===== src/hdl/pjs_cfg.svh =====
// Offsets, field positions, reset values and encodings of the selector block.
// Assumes byte addresses on the sequencer register port and 40 MHz core_clk.
// How it works
// Enabled mismatch jumps instead of interrupting, after residue.
// Mode clear: residue flag picks address one/two.
// Mode set: outbound uses one, inbound uses two.
// Decisions use instruction phase, not bus phase.
// Non-data jump only when its enable set.
// Data-out mismatch clears FIFO unless disabled.
// RAM load/store stays internal unless disabled.
// Pipelined request held off while other function masters, only when its control bit set.
// High-impedance floats pins; test pin shows AND-tree.
// DAC disable suppresses every dual address cycle.
// Index mode 0 picks one of 22 selectors.
// Index mode 1 copies upper byte, 40-bit.
// Count from dword0 low, address from dword1.
// Table moves use entry byte or static selector.
// Direct moves use instruction form or static selector.
// Zero selector gives single cycle, else DAC.
// Selectors reset zero; scratch starts undefined.
// Host touches selectors only while sequencer halted.
// No operation may cross an upper-dword boundary.
// Read, write, relative selectors feed their operations.
// Fetch selector feeds fetches, reloads, shadows identity.
// Dynamic selector reloads per wide direct move.
// Chosen selector copied to current register first.
// Scratch changes only through register writes.
`ifndef PJS_CFG_SVH
`define PJS_CFG_SVH

`define PJS_OFF_CTL0 8'h56
`define PJS_OFF_CTL1 8'h57
`define PJS_OFF_SCR_LO 8'h60
`define PJS_OFF_SCR_HI 8'h9f
`define PJS_OFF_MMR 8'ha0
`define PJS_OFF_MMW 8'ha4
`define PJS_OFF_FETCH 8'ha8
`define PJS_OFF_REL 8'hac
`define PJS_OFF_STAT 8'hb0
`define PJS_OFF_DYN 8'hb4
`define PJS_OFF_CUR 8'hb8

`define PJS_CTL0_RST 8'h00
`define PJS_CTL1_RST 8'h00
`define PJS_SEL_RST 32'h0000_0000
`define PJS_CTL0_MASK 8'hf3
`define PJS_CTL1_MASK 8'h8f

`define PJS_B_JUMP_EN 7
`define PJS_B_JUMP_SEL 6
`define PJS_B_NONDATA 5
`define PJS_B_NOCLEAR 4
`define PJS_B_NO_INT_LS 1
`define PJS_B_NO_PREQ 0
`define PJS_B_HIZ 7
`define PJS_B_NO_DAC 3
`define PJS_B_IDX_MODE 2
`define PJS_B_WIDE_TAB 1
`define PJS_B_WIDE_DIR 0

`define PJS_TI_IDX_HI 28
`define PJS_TI_IDX_LO 24
`define PJS_TI_UP_HI 31
`define PJS_TI_UP_LO 24
`define PJS_TI_CNT_HI 23
`define PJS_SEL_COUNT 5'd22
`define PJS_SEL_FIXED 5'd6
`define PJS_PH_DATA_OUT 3'h0
`define PJS_TREE_W 16

`endif


===== src/hdl/pjs_pkg.sv =====
// Types shared by the selector block and its picker.
// Assumes the constants header is included where numbers are needed.
package pjs_pkg;

	// Kind of master operation the sequencer is about to start.
	typedef enum logic [3:0] {
		pjs_op_fetch,
		pjs_op_ind_fetch,
		pjs_op_table_fetch,
		pjs_op_rel_ls,
		pjs_op_mm_read,
		pjs_op_mm_write,
		pjs_op_abs_load,
		pjs_op_abs_store,
		pjs_op_move_direct,
		pjs_op_move_indirect,
		pjs_op_move_table
	} pjs_op_type;

	// Mismatch handling sequence.
	typedef enum logic {
		pjs_idle,
		pjs_calc
	} pjs_state_type;

endpackage


===== src/hdl/pjs_sel.sv =====
// Combinational picker of the upper address dword for one master operation.
// Assumes all selector and scratch values are stable registers of core_clk.
`timescale 1ns/1ps
`include "pjs_cfg.svh"

module pjs_sel import pjs_pkg::*; (
	input wire pjs_op_type op_kind,
	input wire logic [31:0] move_read_selector,
	input wire logic [31:0] move_write_selector,
	input wire logic [31:0] fetch_selector,
	input wire logic [31:0] relative_base_selector,
	input wire logic [31:0] static_move_selector,
	input wire logic [31:0] dynamic_move_selector,
	input wire logic [31:0] scratch [16],
	input wire logic [31:0] entry_dword0,
	input wire logic [31:0] instr_upper,
	input wire logic wide_table_move_enable,
	input wire logic wide_direct_move_enable,
	input wire logic table_index_mode,
	output logic [31:0] sel_value
);

	logic [4:0] idx;

	// Chooses the selector that belongs to the operation.
	always_comb begin
		idx = entry_dword0[`PJS_TI_IDX_HI:`PJS_TI_IDX_LO];
		sel_value = `PJS_SEL_RST;
		case (op_kind)
			pjs_op_fetch, pjs_op_ind_fetch: sel_value = fetch_selector;
			pjs_op_table_fetch, pjs_op_rel_ls: sel_value = relative_base_selector;
			pjs_op_mm_read, pjs_op_abs_load: sel_value = move_read_selector;
			pjs_op_mm_write, pjs_op_abs_store: sel_value = move_write_selector;
			pjs_op_move_direct: begin
				// The wide form carries its own upper dword.
				sel_value = wide_direct_move_enable ? instr_upper : static_move_selector;
			end
			pjs_op_move_indirect: sel_value = static_move_selector;
			pjs_op_move_table: begin
				if (!wide_table_move_enable) begin
					sel_value = static_move_selector;
				end else if (table_index_mode) begin
					sel_value = {24'h00_0000, entry_dword0[`PJS_TI_UP_HI:`PJS_TI_UP_LO]};
				end else if (idx < `PJS_SEL_FIXED) begin
					// Indices 0 to 5 name the six selectors in address order.
					case (idx)
						5'h00: sel_value = move_read_selector;
						5'h01: sel_value = move_write_selector;
						5'h02: sel_value = fetch_selector;
						5'h03: sel_value = relative_base_selector;
						5'h04: sel_value = static_move_selector;
						default: sel_value = dynamic_move_selector;
					endcase
				end else if (idx < `PJS_SEL_COUNT) begin
					sel_value = scratch[4'(idx - `PJS_SEL_FIXED)];
				end else begin
					sel_value = `PJS_SEL_RST;
				end
			end
			default: sel_value = `PJS_SEL_RST;
		endcase
	end

endmodule


===== src/hdl/pjs_top.sv =====
// Chip control registers, mismatch jump decision and 64-bit selector set.
// Assumes sequencer and DMA signals are on core_clk; AND-tree pins are not.
`timescale 1ns/1ps
`include "pjs_cfg.svh"

module pjs_top import pjs_pkg::*; #(
	parameter logic [15:0] DEVICE_CODE = 16'h1234, // Arbitrary value.
	parameter logic [7:0] REVISION_CODE = 8'h01 // Arbitrary value.
) (
	input wire logic core_clk,
	input wire logic rst,
	input wire logic [7:0] reg_addr,
	input wire logic reg_wr,
	input wire logic reg_rd,
	input wire logic [31:0] reg_wdata,
	output logic [31:0] reg_rdata,
	input wire logic config_shadow_enable,
	input wire logic mismatch_event,
	input wire logic [2:0] instr_phase,
	input wire logic wide_residue_flag,
	input wire logic residue_done,
	input wire logic [31:0] jump_address_one,
	input wire logic [31:0] jump_address_two,
	output logic jump_take,
	output logic [31:0] jump_target,
	output logic mismatch_irq,
	output logic fifo_clear,
	input wire logic ls_targets_ram,
	output logic ls_internal,
	output logic ls_pci_cycle,
	input wire logic master_req,
	input wire logic other_fn_master_busy,
	output logic pci_req_n,
	input wire logic [`PJS_TREE_W-1:0] and_tree_pins,
	input wire logic normal_test_out,
	output logic high_impedance_test,
	output logic test_output_pin,
	output logic test_output_oe,
	input wire logic op_start,
	input wire pjs_op_type op_kind,
	input wire logic [31:0] entry_dword0,
	input wire logic [31:0] entry_dword1,
	input wire logic [31:0] instr_upper,
	input wire logic jump64_load,
	input wire logic [31:0] jump_upper,
	output logic op_done,
	output logic [31:0] addr_upper,
	output logic dac_cycle,
	output logic [23:0] move_byte_count,
	output logic [31:0] move_addr_low
);

	logic [7:0] ctl0_q, ctl0_d;
	logic [7:0] ctl1_q, ctl1_d;
	logic [31:0] mmr_q, mmr_d;
	logic [31:0] mmw_q, mmw_d;
	logic [31:0] fetch_q, fetch_d;
	logic [31:0] rel_q, rel_d;
	logic [31:0] stat_q, stat_d;
	logic [31:0] dyn_q, dyn_d;
	logic [31:0] cur_q, cur_d;
	logic [31:0] rdata_q, rdata_d;
	logic [31:0] scratch_q [16];
	logic scr_hit;
	logic [3:0] scr_idx;
	logic [7:0] scr_off;
	pjs_state_type state_q, state_d;
	logic [2:0] phase_q, phase_d;
	logic wsr_q, wsr_d;
	logic jump_q, jump_d;
	logic [31:0] target_q, target_d;
	logic irq_q, irq_d;
	logic clear_q, clear_d;
	logic done_q, done_d;
	logic [31:0] upper_q, upper_d;
	logic dac_q, dac_d;
	logic [23:0] count_q, count_d;
	logic [31:0] low_q, low_d;
	logic [`PJS_TREE_W-1:0] tree_s1_q, tree_s2_q;
	logic test_q, test_d;
	logic [31:0] sel_value;
	logic data_phase;
	logic outbound;
	logic jump_wanted;

	// Scratch word decode: aligned words from the first scratch offset.
	assign scr_off = reg_addr - `PJS_OFF_SCR_LO;
	assign scr_idx = scr_off[5:2];
	assign scr_hit = (reg_addr >= `PJS_OFF_SCR_LO) && (reg_addr <= `PJS_OFF_SCR_HI)
		&& (reg_addr[1:0] == 2'b00);

	// Phase class of the instruction that was running, never the bus phase.
	assign data_phase = (instr_phase[2:1] == 2'b00);
	assign outbound = ~phase_q[0];
	assign jump_wanted = ctl0_q[`PJS_B_NONDATA] | data_phase;

	// Picks the upper dword for the operation now being started.
	pjs_sel u_sel (
		.op_kind(op_kind),
		.move_read_selector(mmr_q),
		.move_write_selector(mmw_q),
		.fetch_selector(fetch_q),
		.relative_base_selector(rel_q),
		.static_move_selector(stat_q),
		.dynamic_move_selector(dyn_q),
		.scratch(scratch_q),
		.entry_dword0(entry_dword0),
		.instr_upper(instr_upper),
		.wide_table_move_enable(ctl1_q[`PJS_B_WIDE_TAB]),
		.wide_direct_move_enable(ctl1_q[`PJS_B_WIDE_DIR]),
		.table_index_mode(ctl1_q[`PJS_B_IDX_MODE]),
		.sel_value(sel_value)
	);

	// Register writes; hardware reloads take priority over a write in the same cycle.
	always_comb begin
		ctl0_d = ctl0_q;
		ctl1_d = ctl1_q;
		mmr_d = mmr_q;
		mmw_d = mmw_q;
		fetch_d = fetch_q;
		rel_d = rel_q;
		stat_d = stat_q;
		dyn_d = dyn_q;
		cur_d = cur_q;
		if (reg_wr) begin
			if (reg_addr == `PJS_OFF_CTL0) begin
				ctl0_d = reg_wdata[7:0] & `PJS_CTL0_MASK;
			end else if (reg_addr == `PJS_OFF_CTL1) begin
				ctl1_d = reg_wdata[7:0] & `PJS_CTL1_MASK;
			end else if (reg_addr == `PJS_OFF_MMR) begin
				mmr_d = reg_wdata;
			end else if (reg_addr == `PJS_OFF_MMW) begin
				mmw_d = reg_wdata;
			end else if (reg_addr == `PJS_OFF_FETCH) begin
				fetch_d = reg_wdata;
			end else if (reg_addr == `PJS_OFF_REL) begin
				rel_d = reg_wdata;
			end else if (reg_addr == `PJS_OFF_STAT) begin
				stat_d = reg_wdata;
			end else if (reg_addr == `PJS_OFF_DYN) begin
				dyn_d = reg_wdata;
			end else if (reg_addr == `PJS_OFF_CUR) begin
				cur_d = reg_wdata;
			end
		end
		// A wide jump brings its own fetch upper dword.
		if (jump64_load) begin
			fetch_d = jump_upper;
		end
		if (op_start) begin
			// The current register always shows the selector in use.
			cur_d = sel_value;
			if (op_kind == pjs_op_move_direct && ctl1_q[`PJS_B_WIDE_DIR]) begin
				dyn_d = instr_upper;
			end
		end
	end

	// Read data; everything reads zero while the pins are floated for test.
	always_comb begin
		rdata_d = rdata_q;
		if (reg_rd) begin
			rdata_d = 32'h0000_0000;
			if (ctl1_q[`PJS_B_HIZ]) begin
				rdata_d = 32'h0000_0000;
			end else if (reg_addr == `PJS_OFF_CTL0) begin
				rdata_d = {24'h00_0000, ctl0_q};
			end else if (reg_addr == `PJS_OFF_CTL1) begin
				rdata_d = {24'h00_0000, ctl1_q};
			end else if (scr_hit) begin
				rdata_d = scratch_q[scr_idx];
			end else if (reg_addr == `PJS_OFF_MMR) begin
				rdata_d = mmr_q;
			end else if (reg_addr == `PJS_OFF_MMW) begin
				rdata_d = mmw_q;
			end else if (reg_addr == `PJS_OFF_FETCH) begin
				rdata_d = config_shadow_enable ? {8'h00, REVISION_CODE, DEVICE_CODE}
					: fetch_q;
			end else if (reg_addr == `PJS_OFF_REL) begin
				rdata_d = rel_q;
			end else if (reg_addr == `PJS_OFF_STAT) begin
				rdata_d = stat_q;
			end else if (reg_addr == `PJS_OFF_DYN) begin
				rdata_d = dyn_q;
			end else if (reg_addr == `PJS_OFF_CUR) begin
				rdata_d = cur_q;
			end
		end
	end

	// Mismatch handling: interrupt at once, or wait for residue then jump.
	always_comb begin
		state_d = state_q;
		phase_d = phase_q;
		wsr_d = wsr_q;
		jump_d = 1'b0;
		irq_d = 1'b0;
		clear_d = 1'b0;
		target_d = target_q;
		case (state_q)
			pjs_idle: begin
				if (mismatch_event) begin
					if (ctl0_q[`PJS_B_JUMP_EN] && jump_wanted) begin
						state_d = pjs_calc;
						phase_d = instr_phase;
						wsr_d = wide_residue_flag;
					end else begin
						irq_d = 1'b1;
					end
				end
			end
			pjs_calc: begin
				if (residue_done) begin
					state_d = pjs_idle;
					jump_d = 1'b1;
					if (ctl0_q[`PJS_B_JUMP_SEL]) begin
						target_d = outbound ? jump_address_one : jump_address_two;
					end else begin
						target_d = wsr_q ? jump_address_two : jump_address_one;
					end
					// Leftover send data is dropped once it has been counted.
					clear_d = (phase_q == `PJS_PH_DATA_OUT) && !ctl0_q[`PJS_B_NOCLEAR];
				end
			end
			default: state_d = pjs_idle;
		endcase
	end

	// Operation results: upper dword, cycle type and table entry fields.
	always_comb begin
		done_d = op_start;
		upper_d = upper_q;
		dac_d = dac_q;
		count_d = count_q;
		low_d = low_q;
		if (op_start) begin
			upper_d = sel_value;
			dac_d = (sel_value != `PJS_SEL_RST) && !ctl1_q[`PJS_B_NO_DAC];
			if (op_kind == pjs_op_move_table) begin
				count_d = entry_dword0[`PJS_TI_CNT_HI:0];
				low_d = entry_dword1;
			end
		end
		test_d = ctl1_q[`PJS_B_HIZ] ? (&tree_s2_q) : normal_test_out;
	end

	// Control and selector state; all selectors clear at reset.
	always_ff @(posedge core_clk or posedge rst) begin
		if (rst) begin
			ctl0_q <= `PJS_CTL0_RST;
			ctl1_q <= `PJS_CTL1_RST;
			mmr_q <= `PJS_SEL_RST;
			mmw_q <= `PJS_SEL_RST;
			fetch_q <= `PJS_SEL_RST;
			rel_q <= `PJS_SEL_RST;
			stat_q <= `PJS_SEL_RST;
			dyn_q <= `PJS_SEL_RST;
			cur_q <= `PJS_SEL_RST;
			rdata_q <= 32'h0000_0000;
			state_q <= pjs_idle;
			phase_q <= 3'h0;
			wsr_q <= 1'b0;
			jump_q <= 1'b0;
			target_q <= 32'h0000_0000;
			irq_q <= 1'b0;
			clear_q <= 1'b0;
			done_q <= 1'b0;
			upper_q <= `PJS_SEL_RST;
			dac_q <= 1'b0;
			count_q <= 24'h00_0000;
			low_q <= 32'h0000_0000;
			tree_s1_q <= '0;
			tree_s2_q <= '0;
			test_q <= 1'b0;
		end else begin
			ctl0_q <= ctl0_d;
			ctl1_q <= ctl1_d;
			mmr_q <= mmr_d;
			mmw_q <= mmw_d;
			fetch_q <= fetch_d;
			rel_q <= rel_d;
			stat_q <= stat_d;
			dyn_q <= dyn_d;
			cur_q <= cur_d;
			rdata_q <= rdata_d;
			state_q <= state_d;
			phase_q <= phase_d;
			wsr_q <= wsr_d;
			jump_q <= jump_d;
			target_q <= target_d;
			irq_q <= irq_d;
			clear_q <= clear_d;
			done_q <= done_d;
			upper_q <= upper_d;
			dac_q <= dac_d;
			count_q <= count_d;
			low_q <= low_d;
			tree_s1_q <= and_tree_pins;
			tree_s2_q <= tree_s1_q;
			test_q <= test_d;
		end
	end

	// Scratch words keep no reset value and change only on a register write.
	always_ff @(posedge core_clk) begin
		if (reg_wr && scr_hit) begin
			scratch_q[scr_idx] <= reg_wdata;
		end
	end

	// Load/store routing and request gating follow the control bits directly.
	assign ls_internal = ls_targets_ram & ~ctl0_q[`PJS_B_NO_INT_LS];
	assign ls_pci_cycle = ls_targets_ram & ctl0_q[`PJS_B_NO_INT_LS];
	assign pci_req_n = ~(master_req & ~(ctl0_q[`PJS_B_NO_PREQ] & other_fn_master_busy));

	// Output drive: the test pin stays driven while every other pin floats.
	assign high_impedance_test = ctl1_q[`PJS_B_HIZ];
	assign test_output_pin = test_q;
	assign test_output_oe = 1'b1;
	assign reg_rdata = rdata_q;
	assign jump_take = jump_q;
	assign jump_target = target_q;
	assign mismatch_irq = irq_q;
	assign fifo_clear = clear_q;
	assign op_done = done_q;
	assign addr_upper = upper_q;
	assign dac_cycle = dac_q;
	assign move_byte_count = count_q;
	assign move_addr_low = low_q;

endmodule


===== config.mk =====
export PLATFORM = sky130hd
export DESIGN_NAME = pjs_top
export DESIGN_NICKNAME = d
export VERILOG_FILES = /design/src/hdl/pjs_pkg.sv /design/src/hdl/pjs_sel.sv /design/src/hdl/pjs_top.sv
export VERILOG_INCLUDE_DIRS = /design/src /design/src/hdl
export SDC_FILE = /design/constraint.sdc
export NUM_CORES = 2
export LEC_CHECK = 0
export BUFFER_PORTS_ARGS = -buffer_cell sky130_fd_sc_hd__buf_2
export CELL_PAD_IN_SITES_DETAIL_PLACEMENT = 0
export CELL_PAD_IN_SITES_GLOBAL_PLACEMENT = 1
export CORE_MARGIN = 3
export CORE_UTILIZATION = 36
export DETAILED_ROUTE_END_ITERATION = 6
export HOLD_SLACK_MARGIN = 0.1
export PLACE_DENSITY = 0.6
export SLEW_MARGIN = 20
export SYNTH_ARGS = -nofsm -noshare
export SYNTH_HDL_FRONTEND = slang
export SYNTH_SLANG_ARGS = --single-unit

===== constraint.sdc =====
create_clock -name core_clk -period 26.9 [get_ports core_clk]
set_input_delay 2.69 -clock core_clk [delete_from_list [all_inputs] [get_ports core_clk]]
set_output_delay 2.69 -clock core_clk [all_outputs]
set_load 0.005 [all_outputs]

==> flow_summary.json <==
{
  "htreeDepth": 3,
  "ir_worst_vdd_v": 0.00005823,
  "fin_skew_ps": 27.02,
  "fin_crit_ps": 6402,
  "die_area_mm2": 0.1308,
  "dr.pass1.iters": 6,
  "setup_viol": 0,
  "path_delay_family": "simple AND/OR/NAND/NOR gates",
  "avgSynthCellArea_um2": 14.69,
  "status": "complete, no violations",
  "netlist.area_leader.share": 0.3375,
  "core-area_mm2": 0.1246,
  "crit_slowest_cell": "nor3_1",
  "synth.distinct_cells": 91,
  "nFillCells": 11440,
  "slew_viol_final": 0,
  "startpoint_type": "input pin",
  "hp-class": "reg -> reg",
  "hold_buffers": 0,
  "antenna_left": 0,
  "synth_enable_flop_cells": 512,
  "io_buffers": 430,
  "dp.cells": 5010,
  "initial_core_util": 0.3656,
  "finalWirelength_um": 177300,
  "final_cell_area_mm2": 0.05325,
  "nets": 3748,
  "synth_nets": 3371,
  "syn-cell-area_mm2": 0.04555,
  "critical_path_required_ps": 27440,
  "period_share": 0.2380,
  "hold_viol": 0,
  "cts_buffers": 103,
  "antenna_found_initial": 7,
  "grt_pass1_vias": 31560,
  "ff2ff_setup_slack_ps": 23270,
  "grt.total_usage": 0.2649,
  "cts.path.max_buffers": 3,
  "placed_cell_area_mm2": 0.04954,
  "synth-seq-area-share": 0.5737,
  "worstMarginPinSlew_ps": 1088,
  "fmax_mhz": 156.2,
  "maxSlewHeadroom": 0.2736,
  "first_iter_violations": 4202,
  "max-cap-violations": 0,
  "finalSetupTns_ps": 0,
  "postSynthCellCount": 3101,
  "end_kind": "flip-flop",
  "io_pins": 432,
  "post_cts_buffers": 0,
  "power_density_mw_per_mm2": 67.75,
  "drc": 0,
  "ys_ff_latch": 942,
  "cts_resized": 0,
  "grt_max_degree": 134,
  "fin_hold_ws_ps": 347.2,
  "async_reset_ff_frac": 0.4565,
  "layout.cells.non_filler": 5206,
  "critPathMaxFanout": 25,
  "grt_pass1_wl_um": 248000,
  "cts_tree": "done",
  "insertion_delay_ps": 700,
  "synth_flop_cell": "edfxtp_1",
  "ys_warn_count": 0,
  "via_per_inst": 6.182,
  "dpl.hpwl_um": 112400,
  "cp_cell_sequence": "buf_2 > buf_4 > ha_2 > xnor2_2 > buf_4 > nand2_1 > nor3_1 > nor4b_1 > nor4_1 > nand4_1 > nor4_1 > a221oi_1",
  "clk_pin_slew_worst_paths_ps": 60,
  "fp.dieH_um": 361.7,
  "p_total_mw": 3.608,
  "area_growth_pct": 16.89,
  "yosysTopAreaCell": "edfxtp_1",
  "clock_sinks": 942,
  "slowest_delay_ps": 730,
  "path_buf_inv": 3,
  "grt_overflow_total": 0,
  "wire_per_inst_um": 34.06,
  "std_cell_rows": 129,
  "crit_type": "in -> reg",
  "num_vias": 32180,
  "fp.dieW_um": 361.7,
  "rsz0062_at_grt": "false",
  "ys_top_cells_by_area": "edfxtp_1 (34%), dfrtp_1 (24%), mux4_2 (14%), mux2_2 (5.7%), mux2i_1 (4.7%)",
  "cts-root-buf": "clkbuf_16",
  "crit_arrival_ps": 6950,
  "globalplace.congestion": 0.9011,
  "total_leakage_power_nw": 20.53,
  "drive_above_1_share": 0.3513
}
## layout by cell type, fill, tap and decap left out, drive strengths merged, types with 9 or more instances in the layout
| cell type | instances |
|---|---|
| a211oi | 32 |
| a21boi | 27 |
| a21oi | 127 |
| a221o | 27 |
| a221oi | 51 |
| a222oi | 29 |
| a22oi | 65 |
| a31oi | 17 |
| and2 | 12 |
| and3 | 22 |
| buf | 524 |
| bufinv | 20 |
| clkbuf | 134 |
| clkinv | 34 |
| dfrtp | 430 |
| edfxtp | 512 |
| inv | 41 |
| mux2 | 235 |
| mux2i | 215 |
| mux4 | 283 |
| nand2 | 156 |
| nand2b | 14 |
| nand3 | 60 |
| nand4 | 9 |
| nor2 | 132 |
| nor2b | 31 |
| nor3 | 28 |
| nor4 | 13 |
| o21a | 31 |
| o21ai | 104 |
| o22ai | 38 |
## worst paths after layout
check	start	to	cells after the start
setup reg to reg	ctl1_q[1]	dac_cycle	9
hold / removal	tree_s1_q[4]	tree_s2_q[4]	0
min in group asynchronous	rst	move_byte_count[10]	2
hold reg to reg	tree_s1_q[4]	tree_s2_q[4]	0
setup / recovery	entry_dword0[26]	dac_cycle	12
max in group asynchronous	rst	stat_q[10]	5
## layout make-up
| class | count | area [um^2] | share of cell area |
|---|---|---|---|
| multi-input combinational | 1869 | 18280 | 0.3432 |
| tap | 1637 | 2048 | 0.03847 |
| clock inverter | 60 | 877.1 | 0.01647 |
| inverter | 38 | 150.1 | 0.002820 |
| antenna | 2 | 5.005 | 0.00009399 |
| clock buffer | 134 | 2826 | 0.05308 |
| sequential | 942 | 26140 | 0.4908 |
| timing repair buffer | 524 | 2930 | 0.05503 |
## cell usage after synthesis, types with 50 or more instances
library cell and instances:
edfxtp_1 512, dfrtp_1 430, mux4_2 275, mux2_2 231, mux2i_1 215, nand2_1 156, clkbuf_1 137, nor2_1 131
a21oi_1 127, o21ai_0 102, buf_2 67, a22oi_1 65, nand3_1 60, a221oi_1 50
## power by group
part	switching [mW]	leakage (nW)	internal, mW	total, mW
clock	0.619	1.81	0.936	1.56
sequential	0.0496	10.2	1.59	1.64
combinational	0.243	8.56	0.168	0.411
total	0.912	20.5	2.70	3.61
## flip-flops by register name, summed over array words and instances, names as in the netlist, 3 cells and up
| name | count |
|---|---|
| move_byte_count | 24 |
| ctl1_q | 5 |
| fetch_q | 32 |
| reg_rdata | 32 |
| jump_target | 32 |
| phase_q | 3 |
| stat_q | 32 |
| rel_q | 32 |
| tree_s1_q | 16 |
| mmw_q | 32 |
| mmr_q | 32 |
| dyn_q | 32 |
| ctl0_q | 6 |
| addr_upper | 32 |
| move_addr_low | 32 |
| scratch_q | 512 |
| cur_q | 32 |
| tree_s2_q | 16 |
## cells by family (layout without fill, tap and decap cells)
family | Yosys count | in the layout | synth area share
flops | 942 | 942 | 0.5737
mux | 733 | 733 | 0.2462
compound gates | 613 | 613 | 0.09372
simple gates | 519 | 519 | 0.05556
buf+inv | 290 | 756 | 0.02994
xor+xnor | 2 | 2 | 0.0005495
fa+ha+maj | 1 | 1 | 0.0002746
other cells | 1 | 3 | 0.00008232
## metrics by stage
step	util	setup slack, ps
6_report	0.4273	20500
5_1_grt	0.4273	20560
4_1_cts	0.4273	20730
3_5_place_dp	0.3976	19990
3_3_place_gp	0.3974	20070
2_1_floorplan	-	12240
## layer usage
metal	vias up	routed length, um	track usage
met5	-	0	0
li1	13150	-	-
met2	1881	79660	0.4043
met3	312	16100	0.05796
met1	16840	73910	0.3710
met4	0	7634	0.1016
No activity file was read; power rests on OpenSTA's default activity.
